<file path="config.mk">
export PLATFORM = sky130hd
export DESIGN_NAME = flash_config_protection_regs
export DESIGN_NICKNAME = d
export VERILOG_FILES = /design/src/core/pin_sync.v /design/src/core/flash_config_protection_regs.v
export VERILOG_INCLUDE_DIRS = /design/src /design/src/inc
export SDC_FILE = /design/constraint.sdc
export NUM_CORES = 1
export LEC_CHECK = 0
export BUFFER_PORTS_ARGS = -buffer_cell sky130_fd_sc_hd__buf_2
export CORE_MARGIN = 3
export CORE_UTILIZATION = 45
export DETAILED_ROUTE_END_ITERATION = 8
export GPL_TIMING_DRIVEN = 0
export PLACE_DENSITY_LB_ADDON = 0.08
export SLEW_MARGIN = 20
export SYNTH_ARGS = -nofsm -noshare
export SYNTH_HDL_FRONTEND = slang
export SYNTH_SLANG_ARGS = --single-unit
</file>
<file path="constraint.sdc">
create_clock -name core_clk -period 4.9 [get_ports core_clk]
set_input_delay 0 -clock core_clk [delete_from_list [all_inputs] [get_ports core_clk]]
set_output_delay 0 -clock core_clk [all_outputs]
set_load 0.02 [all_outputs]
</file>
<file path="src/inc/flash_cfg_consts.vh">
`ifndef FLASH_CFG_CONSTS_VH
`define FLASH_CFG_CONSTS_VH

// Command opcodes
`define OP_WRITE_REGS 8'h01
`define OP_READ_CONFIG 8'h35
`define OP_READ_ANY 8'h65
`define OP_WRITE_ANY 8'h71

// Register addresses used by the any-register commands
`define ADDR_STATUS_ONE_NV 24'h000000
`define ADDR_CONFIG_ONE_NV 24'h000002
`define ADDR_STATUS_ONE_V 24'h800000
`define ADDR_CONFIG_ONE_V 24'h800002

// Status register field positions
`define SR_WRITE_DISABLE 7
`define SR_PROGRAM_ERROR 6
`define SR_PROTECT_HI 4
`define SR_PROTECT_LO 2
`define SR_BUSY 0

// Configuration register one field positions
`define CR_PROTECT_START 5
`define CR_PROTECT_SOURCE 3
`define CR_PARAM_LOCATION 2
`define CR_FOUR_LANE 1
`define CR_LOCK 0

// Reset values
`define PROTECT_FORCED 3'h7
`define PROTECT_SHIPPED 3'h0
`define LOCK_DEFAULT 1'h0
`define PIN_RESET 6'h2C

// Non-volatile write time and core clock rate
`define NV_WRITE_TIME_US 100
`define CORE_CLK_MHZ 50

`endif

</file>
<file path="src/core/pin_sync.v">
`timescale 1ns/1ns
`default_nettype none

module pin_sync #(
	parameter WIDTH = 6,
	parameter [WIDTH-1:0] RESET_VALUE = {WIDTH{1'b0}}
) (
	// Clock and reset
	input wire core_clk,
	input wire reset_n,
	// Asynchronous pins in, synchronous copies out
	input wire [WIDTH-1:0] pin_in,
	output reg [WIDTH-1:0] pin_out
);

	reg [WIDTH-1:0] stage_one;

	// Two flip-flops; the first is read only by the second
	always @(posedge core_clk or negedge reset_n) begin
		if (!reset_n) begin
			stage_one <= RESET_VALUE;
			pin_out <= RESET_VALUE;
		end else begin
			stage_one <= pin_in;
			pin_out <= stage_one;
		end
	end

endmodule // pin_sync

`default_nettype wire

</file>
<file path="src/core/flash_config_protection_regs.v">
`timescale 1ns/1ns
`default_nettype none
`include "flash_cfg_consts.vh"

module flash_config_protection_regs #(
	parameter NV_WRITE_CYCLES = `NV_WRITE_TIME_US * `CORE_CLK_MHZ,
	parameter [7:0] OP_ONE_TIME_PROGRAM = 8'h42,
	parameter [7:0] OP_SOFT_RESET = 8'hF0,
	parameter [23:0] ONE_TIME_FIRST = 24'h000000,
	parameter [23:0] ONE_TIME_LAST = 24'h0003FF
) (
	// Clock and reset
	input wire core_clk,
	input wire reset_n,
	// Serial link pins
	input wire sck,
	input wire cs_n,
	input wire [3:0] io_in,
	output reg [3:0] io_out,
	output reg [3:0] io_oe,
	// Neighbouring configuration logic
	input wire four_lane_instruction_protocol,
	input wire four_lane_protocol_nv_program,
	input wire lane3_reset_enable,
	input wire uniform_sectors,
	// Protection and mode state
	output reg [2:0] active_protect_range,
	output reg protect_from_bottom,
	output reg param_block_at_top,
	output reg four_lane_data,
	output reg four_lane_instructions,
	output reg write_protect_active,
	output reg lock_active,
	output reg program_error,
	output reg nv_write_busy,
	output reg one_time_program_start
);

	localparam ST_CMD = 5'h01;
	localparam ST_ADDR = 5'h02;
	localparam ST_DATA_IN = 5'h04;
	localparam ST_DATA_OUT = 5'h08;
	localparam ST_IGNORE = 5'h10;

	// Option bit write: sets may stick, clears never happen, lock blocks all
	function otp_write;
		input old_bit;
		input new_bit;
		input locked;
		begin
			otp_write = locked ? old_bit : (old_bit | new_bit);
		end
	endfunction

	// Four-lane width write: a clear is refused under the four-lane protocol
	function lane_write;
		input new_bit;
		input protocol_on;
		begin
			lane_write = new_bit | protocol_on;
		end
	endfunction

	wire [5:0] pins;
	wire cs_s = pins[5];
	wire sck_s = pins[4];
	wire [3:0] io_s = pins[3:0];

	pin_sync #(.WIDTH(6), .RESET_VALUE(`PIN_RESET)) u_sync (
		.core_clk(core_clk),
		.reset_n(reset_n),
		.pin_in({cs_n, sck, io_in}),
		.pin_out(pins)
	);

	// Configuration and status storage
	reg status_write_disable_default;
	reg [2:0] protect_range_nonvolatile;
	reg [2:0] protect_range_volatile;
	reg p_err;
	reg protect_start_otp;
	reg protection_source_select_otp;
	reg param_location_otp;
	reg four_lane_width_default;
	reg four_lane_width;
	reg lock;
	reg [23:0] busy_cnt;

	// Link state
	reg [4:0] state;
	reg sck_prev;
	reg cs_prev;
	reg qpi_frame;
	reg [7:0] opcode;
	reg [7:0] rx;
	reg [3:0] bit_cnt;
	reg [1:0] addr_bytes;
	reg [1:0] data_bytes;
	reg [23:0] addr;
	reg [7:0] data_first;
	reg [7:0] data_second;
	reg [7:0] tx;
	reg [7:0] tx_value;

	wire busy = busy_cnt != 24'h000000;
	wire sck_rise = sck_s & ~sck_prev;
	wire sck_fall = ~sck_s & sck_prev;
	wire frame_end = cs_s & ~cs_prev;
	wire [7:0] rx_next = qpi_frame ? {rx[3:0], io_s} : {rx[6:0], io_s[0]};
	wire [3:0] cnt_next = bit_cnt + (qpi_frame ? 4'h4 : 4'h1);
	wire byte_done = sck_rise & ~cs_s & (cnt_next == 4'h8);
	wire wp_low = ~four_lane_width & ~io_s[2];
	wire hw_reset = lane3_reset_enable & ~io_s[3] & (cs_s | ~four_lane_width);
	wire sw_reset = frame_end & state[0] == 1'b0 & opcode == OP_SOFT_RESET;
	// A frame cut inside its opcode must not replay the last write's data
	wire wr_ok = frame_end & ~busy & ~state[0] & data_bytes != 2'h0;
	wire status_blocked = status_write_disable_default & wp_low;
	wire do_wrr = wr_ok & opcode == `OP_WRITE_REGS & ~status_blocked;
	wire do_write_any_register_cmd = wr_ok & opcode == `OP_WRITE_ANY & addr_bytes == 2'h3;
	wire do_one_time_area_program_cmd = frame_end & opcode == OP_ONE_TIME_PROGRAM & addr_bytes == 2'h3 & ~state[0];
	wire in_otp = addr >= ONE_TIME_FIRST && addr <= ONE_TIME_LAST;
	wire bp_sel = protection_source_select_otp;
	wire [7:0] cr_nv = {2'h0, protect_start_otp, 1'b0, protection_source_select_otp, param_location_otp,
		four_lane_width_default, `LOCK_DEFAULT};
	wire [7:0] cr_v = {2'h0, protect_start_otp, 1'b0, protection_source_select_otp, param_location_otp,
		four_lane_width, lock};
	wire [7:0] sr_nv = {status_write_disable_default, 2'h0, protect_range_nonvolatile, 2'h0};
	wire [7:0] sr_v = {status_write_disable_default, p_err, 1'b0, protect_range_volatile, 1'b0, busy};

	// Read mux for the any-register read
	always @* begin
		if (addr == `ADDR_STATUS_ONE_NV) begin
			tx_value = sr_nv;
		end else if (addr == `ADDR_CONFIG_ONE_NV) begin
			tx_value = cr_nv;
		end else if (addr == `ADDR_STATUS_ONE_V) begin
			tx_value = sr_v;
		end else if (addr == `ADDR_CONFIG_ONE_V) begin
			tx_value = cr_v;
		end else begin
			tx_value = 8'h00;
		end
	end

	// Frame decoder: opcode, address, write data and read data
	always @(posedge core_clk or negedge reset_n) begin
		if (!reset_n) begin
			state <= ST_CMD;
			sck_prev <= 1'b0;
			cs_prev <= 1'b1;
			qpi_frame <= 1'b0;
			opcode <= 8'h00;
			rx <= 8'h00;
			bit_cnt <= 4'h0;
			addr_bytes <= 2'h0;
			data_bytes <= 2'h0;
			addr <= 24'h000000;
			data_first <= 8'h00;
			data_second <= 8'h00;
			tx <= 8'h00;
			io_out <= 4'h0;
			io_oe <= 4'h0;
		end else begin
			sck_prev <= sck_s;
			cs_prev <= cs_s;
			if (cs_s) begin
				state <= ST_CMD;
				bit_cnt <= 4'h0;
				qpi_frame <= four_lane_instruction_protocol;
				io_oe <= 4'h0;
			end else begin
				if (sck_rise) begin
					rx <= rx_next;
					bit_cnt <= byte_done ? 4'h0 : cnt_next;
				end
				if (byte_done) begin
					case (state)
					ST_CMD: begin
						opcode <= rx_next;
						addr_bytes <= 2'h0;
						data_bytes <= 2'h0;
						if (rx_next == `OP_WRITE_REGS) begin
							state <= ST_DATA_IN;
						end else if (rx_next == `OP_READ_CONFIG) begin
							state <= ST_DATA_OUT;
							tx <= cr_v;
						end else if (rx_next == `OP_READ_ANY || rx_next == `OP_WRITE_ANY ||
							rx_next == OP_ONE_TIME_PROGRAM) begin
							state <= ST_ADDR;
						end else begin
							state <= ST_IGNORE;
						end
					end
					ST_ADDR: begin
						addr <= {addr[15:0], rx_next};
						addr_bytes <= addr_bytes + 2'h1;
						if (addr_bytes == 2'h2) begin
							if (opcode == `OP_READ_ANY) begin
								state <= ST_DATA_OUT;
							end else begin
								state <= ST_DATA_IN;
							end
						end
					end
					ST_DATA_IN: begin
						if (data_bytes == 2'h0) begin
							data_first <= rx_next;
						end else if (data_bytes == 2'h1) begin
							data_second <= rx_next;
						end
						if (data_bytes != 2'h2) begin
							data_bytes <= data_bytes + 2'h1;
						end
					end
					default: begin
						state <= state;
					end
					endcase
				end
				// Read data shifts out on falling edges, the same byte repeating
				if (state == ST_DATA_OUT && sck_fall) begin
					if (qpi_frame) begin
						io_out <= tx[7:4];
						io_oe <= 4'hF;
						tx <= {tx[3:0], tx[7:4]};
					end else begin
						io_out <= {2'h0, tx[7], 1'b0};
						io_oe <= 4'h2;
						tx <= {tx[6:0], tx[7]};
					end
				end else if (state == ST_ADDR && byte_done && addr_bytes == 2'h2) begin
					tx <= (opcode == `OP_READ_ANY) ? 8'h00 : tx;
				end else if (state == ST_DATA_OUT && opcode == `OP_READ_ANY && bit_cnt == 4'h0 &&
					io_oe == 4'h0) begin
					tx <= tx_value;
				end
			end
		end
	end

	// Register updates at frame end, resets, busy timer
	always @(posedge core_clk or negedge reset_n) begin
		if (!reset_n) begin
			status_write_disable_default <= 1'b0;
			protect_range_nonvolatile <= `PROTECT_SHIPPED;
			protect_range_volatile <= `PROTECT_FORCED;
			p_err <= 1'b0;
			protect_start_otp <= 1'b0;
			protection_source_select_otp <= 1'b0;
			param_location_otp <= 1'b0;
			four_lane_width_default <= 1'b0;
			four_lane_width <= 1'b0;
			lock <= `LOCK_DEFAULT;
			busy_cnt <= 24'h000000;
			one_time_program_start <= 1'b0;
		end else begin
			one_time_program_start <= 1'b0;
			if (busy) begin
				busy_cnt <= busy_cnt - 24'h000001;
			end
			if (hw_reset) begin
				protect_range_volatile <= `PROTECT_FORCED;
				four_lane_width <= four_lane_width_default;
				lock <= `LOCK_DEFAULT;
				p_err <= 1'b0;
			end else if (sw_reset) begin
				protect_range_volatile <= `PROTECT_FORCED;
				four_lane_width <= four_lane_width_default;
				p_err <= 1'b0;
			end else if (do_wrr) begin
				busy_cnt <= NV_WRITE_CYCLES[23:0];
				status_write_disable_default <= data_first[`SR_WRITE_DISABLE];
				if (!lock && !bp_sel) begin
					protect_range_nonvolatile <= data_first[`SR_PROTECT_HI:`SR_PROTECT_LO];
				end else if (!lock) begin
					protect_range_volatile <= data_first[`SR_PROTECT_HI:`SR_PROTECT_LO];
				end
				if (data_bytes == 2'h2) begin
					protect_start_otp <= otp_write(protect_start_otp, data_second[`CR_PROTECT_START], lock);
					protection_source_select_otp <= otp_write(protection_source_select_otp,
						data_second[`CR_PROTECT_SOURCE], lock);
					param_location_otp <= otp_write(param_location_otp, data_second[`CR_PARAM_LOCATION], lock);
					four_lane_width_default <= lane_write(data_second[`CR_FOUR_LANE],
						four_lane_instruction_protocol);
					four_lane_width <= lane_write(data_second[`CR_FOUR_LANE], four_lane_instruction_protocol);
					lock <= lock | data_second[`CR_LOCK];
				end
			end else if (do_write_any_register_cmd) begin
				if (addr == `ADDR_STATUS_ONE_NV) begin
					busy_cnt <= NV_WRITE_CYCLES[23:0];
					status_write_disable_default <= data_first[`SR_WRITE_DISABLE];
					if (!lock) begin
						protect_range_nonvolatile <= data_first[`SR_PROTECT_HI:`SR_PROTECT_LO];
					end
				end else if (addr == `ADDR_STATUS_ONE_V) begin
					if (!lock) begin
						protect_range_volatile <= data_first[`SR_PROTECT_HI:`SR_PROTECT_LO];
					end
				end else if (addr == `ADDR_CONFIG_ONE_NV) begin
					busy_cnt <= NV_WRITE_CYCLES[23:0];
					protect_start_otp <= otp_write(protect_start_otp, data_first[`CR_PROTECT_START], lock);
					protection_source_select_otp <= otp_write(protection_source_select_otp,
						data_first[`CR_PROTECT_SOURCE], lock);
					param_location_otp <= otp_write(param_location_otp, data_first[`CR_PARAM_LOCATION], lock);
					four_lane_width_default <= lane_write(data_first[`CR_FOUR_LANE],
						four_lane_instruction_protocol);
				end else if (addr == `ADDR_CONFIG_ONE_V) begin
					four_lane_width <= lane_write(data_first[`CR_FOUR_LANE], four_lane_instruction_protocol);
					lock <= lock | data_first[`CR_LOCK];
				end
			end else if (do_one_time_area_program_cmd && in_otp) begin
				if (lock) begin
					p_err <= 1'b1;
				end else begin
					one_time_program_start <= 1'b1;
				end
			end
			// Protocol programming drags the width default along; set wins
			if (four_lane_protocol_nv_program) begin
				four_lane_width_default <= 1'b1;
			end
		end
	end

	// Registered view of the protection and lane state
	always @(posedge core_clk or negedge reset_n) begin
		if (!reset_n) begin
			active_protect_range <= `PROTECT_SHIPPED;
			protect_from_bottom <= 1'b0;
			param_block_at_top <= 1'b0;
			four_lane_data <= 1'b0;
			four_lane_instructions <= 1'b0;
			write_protect_active <= 1'b0;
			lock_active <= 1'b0;
			program_error <= 1'b0;
			nv_write_busy <= 1'b0;
		end else begin
			active_protect_range <= bp_sel ? protect_range_volatile : protect_range_nonvolatile;
			protect_from_bottom <= protect_start_otp;
			param_block_at_top <= param_location_otp & ~uniform_sectors;
			four_lane_data <= four_lane_width;
			four_lane_instructions <= four_lane_instruction_protocol;
			write_protect_active <= wp_low;
			lock_active <= lock;
			program_error <= p_err;
			nv_write_busy <= busy;
		end
	end

endmodule // flash_config_protection_regs

`default_nettype wire

</file>
**After elaboration in Yosys (flattened, before gate mapping)**

Index checks and enable logic that the tools add are counted.

- Add/sub/neg operators: 4
- $lt $le $gt $ge: 2
- Equality and inequality tests: 51
- Muxes and demuxes: 120
- Bitwise gates (word level): 47
- Reductions and logical operators: 58

Operator list:

| cell | number |
|---|---|
| $mux W24 | 8 |
| $mux W8 | 13 |
| $mux W1 | 65 |
| $eq A24 B24 Y1 const B | 2 |
| $eq A8 B7 Y1 const B | 6 |
| $mux W3 | 15 |
| $mux W4 | 8 |
| $mux W5 | 6 |
| $eq A24 B2 Y1 const B | 1 |
| $ge A24 B1 Y1 const B | 1 |
| $le A24 B10 Y1 const B | 1 |
| $logic_not A24 Y1 | 1 |
| $reduce_bool A24 Y1 | 1 |
| $reduce_bool A4 Y1 | 6 |
| $sub A24 B1 Y24 const B | 1 |
| $and A1 B1 Y1 | 22 |
| $ne A3 B3 Y1 const B | 7 |
| $reduce_bool A3 Y1 | 7 |
| $ne A4 B4 Y1 const B | 5 |
| $reduce_and A4 Y1 | 5 |
| $reduce_and A6 Y1 | 3 |
| $reduce_bool A2 Y1 | 9 |
| $eq A8 B1 Y1 const B | 2 |
| $ne A2 B2 Y1 const B | 8 |
| other kinds (32) | 79 |

- Register bits: 147
- Input port bits: 12
- Word-level logic and storage cells: 320

**Depth between registers and ports, before layout**

Gate-level depths: netlist of the first run.

- Depth in word-level cells: 12
- Gate-level depth with buffers: 13
- Gate-level depth less buffers: 9

**By module**

A second synthesis of the first run with hierarchy kept.

- Cells, all modules: 605
- Area, all modules: 6635.1 µm²

Modules (own cells, without submodules):

| module | instances | cells each | area each (µm²) | seq. area each (µm²) |
|---|---|---|---|---|
| flash_config_protection_regs | 1 | 593 | 6327.3 | 3284.4 |
| pin_sync | 1 | 12 | 307.8 | 307.8 |

**Least setup slack after synthesis of the first run**

Ideal clock, no wire load.

- Path type: register to register
- From: register qpi_frame
- To: register state[3]
- Setup time: 0.078 ns
- Arrival time: 3.537 ns
- Path slack: 1.285 ns
- Stages on the path, launching flop included: 14
- Path buffers: 4
- Clock period less this slack: 3.615 ns
- Cell sequence: dfrtp_1 -> clkbuf_1 -> clkbuf_1 -> buf_1 -> inv_1 -> ha_1 -> ha_1 -> xnor2_1 -> nand2_1 -> or4b_1 -> buf_2 -> o2bb2ai_1 -> or2_2 -> a21oi_1

- Cells in the longest elaborated chain, start to end: 7
- Elaborated cells on any way between the ends: 14
- Classes of those cells: add/sub: 1; eq/ne: 3; mux: 7; bitwise: 1; reduce/logical: 2

Ends and longest elaborated chain:

| element | RTL line | source |
|---|---|---|
| start: declaration | flash_config_protection_regs.v:93 | `reg qpi_frame;` |
| start signal: assignment | flash_config_protection_regs.v:169 | `qpi_frame <= four_lane_instruction_protocol;` |
| parallel branches: the longest is 7 deep, another holds $add A4 B3 Y4 | - |  |
| end signal: assignment | flash_config_protection_regs.v:216 | `state <= state;` |
| end: declaration | flash_config_protection_regs.v:90 | `reg [4:0] state;` |

Several ways; the timed one is not identified. The select of a mux whose other input is x is not followed.
A chain may end at the register's enable or synchronous reset.

**Final worst setup path of the first run**

- From: register qpi_frame
- To: register addr[21]

- Cells in the longest elaborated chain, start to end: 5

Ends and longest elaborated chain:

| element | RTL line | source |
|---|---|---|
| $mux W3 | flash_config_protection_regs.v:110 | `wire [3:0] cnt_next = bit_cnt + (qpi_frame ? 4'h4 : 4'h1);` |
| $add A4 B3 Y4 | flash_config_protection_regs.v:110 |  |
| $eq A4 B4 Y1 | flash_config_protection_regs.v:111 | `wire byte_done = sck_rise & ~cs_s & (cnt_next == 4'h8);` |
| $and A1 B1 Y1 | flash_config_protection_regs.v:111 |  |
| $reduce_and A3 Y1 (no line) | - |  |
| end signal: assignment | flash_config_protection_regs.v:195 | `addr <= {addr[15:0], rx_next};` |
| end: declaration | flash_config_protection_regs.v:99 | `reg [23:0] addr;` |

Every way passes these cells.

==> impl_metrics.env, run 1 <==
export IMPL_grt_overflow_total=0
export IMPL_numCtsBuffers=17
export IMPL_post_route_drc_count=0
export IMPL_die_y_um=127.6
export IMPL_required_ns=5.20
export IMPL_avgViaCountPerCell=5.548
export IMPL_syn_area_um2=6651
export IMPL_cap_viol_max_count=0
export IMPL_grt_pass1_vias=4830
export IMPL_drt_pass1_iterations=5
export IMPL_synthCells=605
export IMPL_syn_nets=627
export IMPL_post_route_min_period_ns=4.378
export IMPL_antenna_found_initial=0
export IMPL_dieArea_um2=16280
export IMPL_fin_area_um2=7785
export IMPL_ir_drop_mv=0.2583
export IMPL_critical_path_max_fanout=10
export IMPL_setup_viol=0
export IMPL_cts_root_buffer="clkbuf_16"
export IMPL_fin_crit_sh_pct=89.34
export IMPL_min_path_type="in2async"
export IMPL_ys_seq_area_share_pct=54.01
export IMPL_gp_congestion=0.8400
export IMPL_antenna_cells=0
export IMPL_io_pins=32
export IMPL_slew_headroom_pct=30.25
export IMPL_ys_ff_latch=143
export IMPL_io_buffers=31
export IMPL_cts_sinks=143
export IMPL_initial_utilization_pct=47.01
export IMPL_cp_start_kind="flop"
export IMPL_cts_clk_slew_worst_paths_ns=0.06
export IMPL_cts_max_path_buffers=2
export IMPL_ys_warn_count=0
export IMPL_rsz0062_at_grt="no"
export IMPL_synth_ff_type="dfrtp_1"
export IMPL_maxSlewViolCount=0
export IMPL_worst_endpoint_arrival_ns=4.68
export IMPL_grt_max_degree=80
export IMPL_async_flop_share_pct=100.0
export IMPL_wl_per_cell_um=17.51
export IMPL_dp_hpwl_um=10710
export IMPL_netlist_top_cells_area="dfrtp_1 (50%), mux2_2 (6.8%), dfstp_2 (4.3%)"
export IMPL_power_leakage_nw=3.578
export IMPL_whs_ns=0.1029
export IMPL_rows=43
export IMPL_cts_tree="done"
export IMPL_htree_levels=4
export IMPL_placed_area_um2=7069
export IMPL_crit_type="reg2reg"
export IMPL_end_kind="flop"
export IMPL_detail_route_antenna_nets=0
export IMPL_yosysUniqueCellTypes=64
export IMPL_avgSynthCellArea_um2=10.99
export IMPL_grt_pass1_wl_um=24900
export IMPL_core_um2=14150
export IMPL_vias=4771
export IMPL_fmax_mhz=228.4
export IMPL_status="finished, final reports clean"
export IMPL_drive_gt1_share_pct=19.71
export IMPL_synth_edf_count=0
export IMPL_yosys_top_cells_count="dfrtp_1 (132), nand2_1 (57), nor2_1 (42)"
export IMPL_setup_tns_ns=0
export IMPL_die_w_um=127.6
export IMPL_areaGrowthSynthToFinish_pct=17.04
export IMPL_powerDensity_nw_per_um2=346.4
export IMPL_grt_use_total_pct=19.62
export IMPL_tightest_slew_ns=1.037
export IMPL_finalNetCount=689
export IMPL_wl_um=15060
export IMPL_hold_viol=0
export IMPL_clk_latency_ns=0.42
export IMPL_fin_skew_ns=0.009613
export IMPL_synth_top_area_cell="dfrtp_1"
export IMPL_synth_top_area_share_pct=49.66
export IMPL_synth_most_common_cell="dfrtp_1"
export IMPL_drtIter0Drc=374
==> routing by layer <==
layer	global-route usage [%]	share of wire (%)	up-vias
met3	4.682	5.0	22
met1	27.00	48	2356
met4	8.115	2.2	0
li1	-	-	2298
met2	29.95	45	95
met5	0	0	-
==> registers in the layout, summed over array words and instances (netlist names), 5 cells and up <==
signal and flops:
data_first 7, rx 7, busy_cnt 24, data_second 5, tx 8, u_sync.stage_one 6, opcode 8, u_sync.pin_out 6
addr 24, state 5
==> cell type report <==
class | instances | area, um2
repair buffers | 43 | 302.8
clock buffers | 23 | 488.0
multi-input cells | 417 | 2882
well taps | 180 | 225.2
fillers | 1241 | 6365
clock inverters | 9 | 107.6
flip-flops and latches | 143 | 3592
inverters | 17 | 63.81
plain buffers | 28 | 123.9
==> logic make-up (layout without fill, tap and decap cells) <==
kind of cell	after synthesis	count (layout)	share of synthesized area [%]
AND/OR/NAND/NOR	223	223	18.34
XOR/XNOR	22	22	2.897
adder cells (fa/ha/maj)	10	10	1.881
AO/OA/AOI/OAI	96	96	9.312
flip-flops	143	143	54.01
buffers and inverters	45	120	2.803
multiplexers	66	66	10.76
==> per-stage QoR <==
| step | setup slack [ns] | std cells | utilization (%) | power (mW) |
|---|---|---|---|---|
| 2_1_floorplan | 1.285 | 605 | - | 1.342 |
| 3_3_place_gp | 0.1033 | 816 | 49.69 | 1.413 |
| 3_5_place_dp | 0.08432 | 817 | 49.96 | 1.420 |
| 4_1_cts | 0.06578 | 860 | 54.95 | 2.720 |
| 5_1_grt | 0.2380 | 860 | 55.02 | 2.796 |
| 6_report | 0.5223 | 860 | 55.02 | 2.697 |
==> final timing paths <==
path | startpoint | to | slack [ns] | cells after the start
max | qpi_frame | addr[21] | 0.52 | 11
min | reset_n | busy_cnt[23] | 0.10 | 2
max reg2reg | qpi_frame | addr[21] | 0.52 | 11
min reg2reg | u_sync.stage_one[0] | u_sync.pin_out[0] | 0.35 | 0
max in group asynchronous | reset_n | u_sync.stage_one[5] | 4.03 | 3
min in group core_clk | sck | u_sync.stage_one[4] | 0.22 | 2
==> report_power, final <==
group	internal [mW]	switching, mW	leakage [nW]	total [mW]
clock	0.801	0.491	0.277	1.29
combinational	0.0554	0.106	1.45	0.162
sequential	1.21	0.0306	1.85	1.24
total	2.07	0.628	3.58	2.70
==> timing repair <==
action	in CTS	in global routing
hold endpoints to repair	85	0
hold buffers	11	0
setup buffers	0	0
resized for setup	0	2
endpoints found under the setup margin	0	19
==> placed cells by master (no fill, tap or decap), drive strengths merged, types with 5 or more instances in the layout <==
master       synthesis  layout
o21bai               5       5
nor2b                9       9
nand3                9       9
xnor2                7       7
mux2                41      41
xor2                15      15
nor4                13      13
nor3                24      24
or3                 10      10
nand4b               6       6
nand2               57      57
inv                 17      17
nor2                42      42
buf                  7      38
ha                  10      10
nand4                6       6
nor4b                6       6
nor3b                6       6
dfrtp              132     132
o211ai               5       5
or4                  9       9
dlygate4sd3          0      11
o21ai               37      37
a21oi               14      14
mux2i               25      25
clkbuf              21      45
dfstp               11      11
clkinvlp             0       5
and2                 7       7
==> worst max-delay path: stages (launching register included) <==
cell      delay [ns]
dfrtp_1         0.35
clkbuf_1        0.36
clkbuf_1        0.55
clkbuf_2        0.44
inv_1           0.19
ha_1            0.26
a31oi_1         0.28
xor2_1          0.54
or4b_1          0.22
buf_2           0.21
buf_1           0.45
mux2_2          0.39
Power figures use the tool's default switching activity.
==> run 2, diff against run 1 <==
CORE_UTILIZATION = 57   (was 45)
==> impl_metrics.env, run 2 (synthesis results as in run 1) <==
export IMPL_tightest_slew_ns=1.062
export IMPL_vias=4857
export IMPL_regArea_um2=3592
export IMPL_m1WireLength_um=6894
export IMPL_r2r_cells=13
export IMPL_post_cts_buffers=0
export IMPL_crit_chain="clkbuf_1, clkbuf_1, clkbuf_2, inv_1, ha_1, ha_1, xnor2_1, nand2_1, or4b_1, buf_2, o2bb2ai_1, nor2b_1, o31ai_1"
export IMPL_cts_tree="done"
export IMPL_die_w_um=114.0
export IMPL_slew_headroom_pct=28.62
export IMPL_wl_per_cell_um=18.14
export IMPL_wl_um=14870
export IMPL_core_um2=11130
export IMPL_reg_top3="addr x24, busy_cnt x24"
export IMPL_multiInputGateArea_um2=2877
export IMPL_min_path_type="in2async"
export IMPL_cp_slowest_cell="clkbuf_1"
export IMPL_clk_latency_ns=0.43
export IMPL_finalNetCount=689
export IMPL_post_route_min_period_ns=4.302
export IMPL_path_delay_family="buffers and inverters"
export IMPL_rows=38
export IMPL_grt_max_degree=76
export IMPL_hold_viol=0
export IMPL_grt_pass1_vias=4967
export IMPL_placedCellCount=777
export IMPL_io_buffers=31
export IMPL_crit_type="reg2reg"
export IMPL_rsz0062_at_grt="no"
export IMPL_finalNonFillerCells=820
export IMPL_cts_sinks=143
export IMPL_r2r_end="state[4]"
export IMPL_cp_start_kind="flop"
export IMPL_whs_ns=0.1090
export IMPL_status="finished, final reports clean"
export IMPL_io_pins=32
export IMPL_post_route_drc_count=0
export IMPL_fmax_mhz=232.5
export IMPL_setup_viol=0
export IMPL_detail_route_antenna_nets=0
export IMPL_drtIter0Drc=386
export IMPL_power_leakage_nw=3.636
export IMPL_grt_pass1_wl_um=25070
export IMPL_drive_gt1_share_pct=19.71
export IMPL_crit_buf_inv=5
export IMPL_ir_drop_mv=0.4217
export IMPL_total_power_mw=2.889
export IMPL_initial_utilization_pct=59.78
export IMPL_fin_skew_ns=0.005394
export IMPL_post_place_ws_ns=0.2529
export IMPL_avgViaCountPerCell=5.923
export IMPL_end_kind="flop"
export IMPL_worst_endpoint_arrival_ns=4.63
export IMPL_gp_congestion=0.9027
export IMPL_dieArea_um2=13000
export IMPL_regToRegStartpoint="qpi_frame"
export IMPL_max_stage_delay_ns=0.53
export IMPL_grt_overflow_total=0
export IMPL_placed_area_um2=7019
export IMPL_r2r_setup_slack_ns=0.60
export IMPL_topRoutingLayerUsed="met4"
export IMPL_layout_setup_ws_ns=0.5984
export IMPL_maxSlewViolCount=0
export IMPL_required_ns=5.23
export IMPL_post_route_util_pct=70.23
export IMPL_cts_root_buffer="clkbuf_16"
export IMPL_powerDensity_nw_per_um2=369.8
export IMPL_htree_levels=4
export IMPL_areaGrowthSynthToFinish_pct=17.48
export IMPL_antenna_found_initial=0
export IMPL_dp_hpwl_um=10310
export IMPL_fin_area_um2=7814
export IMPL_cts_clk_slew_worst_paths_ns=0.06
export IMPL_grt_use_total_pct=24.84
export IMPL_dr_wl_met3_um=595
export IMPL_fin_crit_sh_pct=87.79
export IMPL_mostFrequentLayoutCell="dfrtp_1"
export IMPL_die_y_um=114.0
export IMPL_fillers=801
export IMPL_cts_max_path_buffers=2
export IMPL_setup_tns_ns=0
export IMPL_drt_pass1_iterations=5
export IMPL_cap_viol_max_count=0
export IMPL_numCtsBuffers=17
export IMPL_critical_path_max_fanout=10
export IMPL_mostFrequentLayoutCells="dfrtp_1 (132), nand2_1 (57), nor2_1 (42)"
export IMPL_antenna_cells=0
export IMPL_wl_met2_um=6992
-- run 2: final cells by class --
class | instances | area share [%]
Inverter | 17 | 0.8167
Buffer | 28 | 1.585
Multi-Input combinational cell | 417 | 36.81
Clock buffer | 21 | 6.021
Tap cell | 140 | 2.242
Clock inverter | 11 | 2.674
Timing Repair Buffer | 43 | 3.875
Sequential cell | 143 | 45.97
-- run 2: how the worst max path moves through the flow --
| stage | depth (start not counted) | slack, ns | endpoint | start |
|---|---|---|---|---|
| floorplan | 13 | 1.29 | state[3] | qpi_frame |
| finish | 13 | 0.60 | state[4] | qpi_frame |
| global placement | 11 | 0.23 | tx[6] | qpi_frame |
| detailed placement | 11 | 0.25 | tx[3] | qpi_frame |
| global route | 13 | 0.29 | state[4] | qpi_frame |
| CTS | 11 | 0.17 | tx[3] | qpi_frame |
-- run 2: metal layers --
| metal | vias up | GRT usage (%) |
|---|---|---|
| li1 | 2306 | - |
| met1 | 2402 | 34.25 |
| met2 | 116 | 38.25 |
| met3 | 33 | 5.942 |
| met4 | 0 | 9.739 |
| met5 | - | 0 |
-- run 2: report_power, final --
part | switching [mW] | internal, mW | total (mW)
registers | 0.0313 | 1.21 | 1.24
clock network | 0.493 | 0.992 | 1.48
logic | 0.106 | 0.0552 | 0.161
-- run 2: what timing repair did --
item                                   in CTS  in global routing
setup endpoints to repair                   0                 15
hold buffers                               11                  0
endpoints found under the hold margin      79                  0
resized for setup                           0                  2
==> run 3, diff against run 2 <==
==> constraint.sdc (replaced) <==
create_clock -name core_clk -period 4.9 [get_ports core_clk]
set_input_delay 0.735 -clock core_clk [delete_from_list [all_inputs] [get_ports core_clk]]
set_output_delay 0.735 -clock core_clk [all_outputs]
set_load 0.02 [all_outputs]
==> impl_metrics.env, run 3 (synthesis results as in run 1) <==
export IMPL_path_delay_family="buffers and inverters"
export IMPL_worst_endpoint_arrival_ns=4.64
export IMPL_grt_pass1_vias=4910
export IMPL_cts_clk_slew_worst_paths_ns=0.06
export IMPL_max_stage_delay_ns=0.54
export IMPL_drive_gt1_share_pct=20.03
export IMPL_crit_buf_inv=5
export IMPL_reg_top3="addr x24, busy_cnt x24"
export IMPL_m1WireLength_um=6887
export IMPL_grt_use_total_pct=24.72
export IMPL_crit_type="reg2reg"
export IMPL_wl_met2_um=6900
export IMPL_tightest_slew_ns=1.063
export IMPL_rows=38
export IMPL_cts_root_buffer="clkbuf_16"
export IMPL_cts_max_path_buffers=2
export IMPL_detail_route_antenna_nets=0
export IMPL_crit_chain="clkbuf_1, clkbuf_1, clkbuf_2, inv_1, ha_1, ha_1, xnor2_1, nand2_1, or4b_1, buf_2, o2bb2ai_1, nor2b_1, o31ai_1"
export IMPL_avgViaCountPerCell=5.934
export IMPL_mostFrequentLayoutCells="dfrtp_1 (132), nand2_1 (57), nor2_1 (42)"
export IMPL_die_y_um=114.0
export IMPL_numCtsBuffers=17
export IMPL_setup_tns_ns=0
export IMPL_gp_congestion=0.9027
export IMPL_grt_max_degree=76
export IMPL_vias=4801
export IMPL_fin_crit_sh_pct=87.98
export IMPL_min_path_type="in2async"
export IMPL_end_kind="flop"
export IMPL_regArea_um2=3592
export IMPL_io_pins=32
export IMPL_maxSlewViolCount=0
export IMPL_finalNonFillerCells=809
export IMPL_cts_tree="done"
export IMPL_mostFrequentLayoutCell="dfrtp_1"
export IMPL_topRoutingLayerUsed="met4"
export IMPL_post_route_drc_count=0
export IMPL_grt_pass1_wl_um=24920
export IMPL_cts_sinks=143
export IMPL_wl_um=14730
export IMPL_multiInputGateArea_um2=2877
export IMPL_critical_path_max_fanout=10
export IMPL_ir_drop_mv=0.4197
export IMPL_htree_levels=4
export IMPL_post_route_min_period_ns=4.311
export IMPL_status="finished, final reports clean"
export IMPL_setup_viol=0
export IMPL_cp_start_kind="flop"
export IMPL_fmax_mhz=232.0
export IMPL_powerDensity_nw_per_um2=373.1
export IMPL_wl_per_cell_um=18.20
export IMPL_io_buffers=31
export IMPL_placedCellCount=777
export IMPL_dp_hpwl_um=10310
export IMPL_finalNetCount=678
export IMPL_hold_viol=0
export IMPL_areaGrowthSynthToFinish_pct=15.82
export IMPL_initial_utilization_pct=59.78
export IMPL_grt_overflow_total=0
export IMPL_fillers=817
export IMPL_rsz0062_at_grt="no"
export IMPL_post_cts_buffers=0
export IMPL_cp_slowest_cell="clkbuf_1"
export IMPL_dieArea_um2=13000
export IMPL_required_ns=5.23
export IMPL_clk_latency_ns=0.42
export IMPL_die_w_um=114.0
export IMPL_antenna_cells=0
export IMPL_power_leakage_nw=3.590
export IMPL_slew_headroom_pct=28.50
export IMPL_drt_pass1_iterations=5
export IMPL_fin_skew_ns=0.006179
export IMPL_antenna_found_initial=0
export IMPL_core_um2=11130
export IMPL_cap_viol_max_count=0
export IMPL_dr_wl_met3_um=544
export IMPL_drtIter0Drc=358
## run 3: cell count changes in the layout (fill, tap and decap cells not counted), sizes merged
cell         before  now
dlygate4sd3      11    0
## run 3: cell type report
cell class / instances / share of cell area, %
Buffer: 28 / 1.608
Clock buffer: 21 / 6.107
Clock inverter: 11 / 2.712
Inverter: 17 / 0.8283
Multi-Input combinational cell: 417 / 37.34
Sequential cell: 143 / 46.63
Tap cell: 140 / 2.274
Timing Repair Buffer: 32 / 2.501
## run 3: metal layers
metal	GRT usage [%]	up-vias
met5	0	-
met4	9.739	0
met3	5.942	34
met2	37.82	104
met1	34.25	2376
li1	-	2287
## run 3: worst paths after layout
check	endpoint	cells after the start	slack [ns]	startpoint
min in group core_clk	u_sync.pin_out[1]	0	0.35	u_sync.stage_one[1]
max in group asynchronous	u_sync.stage_one[2]	2	3.88	reset_n
hold reg to reg	u_sync.pin_out[1]	0	0.35	u_sync.stage_one[1]
setup reg to reg	state[4]	13	0.59	qpi_frame
setup / recovery	state[4]	13	0.59	qpi_frame
hold / removal	busy_cnt[19]	1	0.25	reset_n
## run 3: power breakdown
part	total, mW	internal [mW]	switching [mW]
registers	1.24	1.21	0.0307
logic	0.154	0.0496	0.105
clock network	1.48	0.992	0.485
total	2.87	2.25	0.621
## run 3: stage by stage
stage	hold WS (ns)	utilization [%]	total power [mW]	area, um2	worst slack, ns
after floorplan	0.3312	-	1.342	6651	1.285
after global placement	0.3352	62.75	1.408	6982	0.2341
after detailed placement	0.3365	63.09	1.418	7019	0.2529
after CTS	0.2782	69.20	2.894	7699	0.1712
after global routing	0.2841	69.24	2.973	7704	0.2857
final	0.2511	69.24	2.874	7704	0.5889
## run 3: repair_timing
item                                    CTS  global route
resized for setup                         0             2
endpoints found under the setup margin    0            15
hold buffers                              0             0
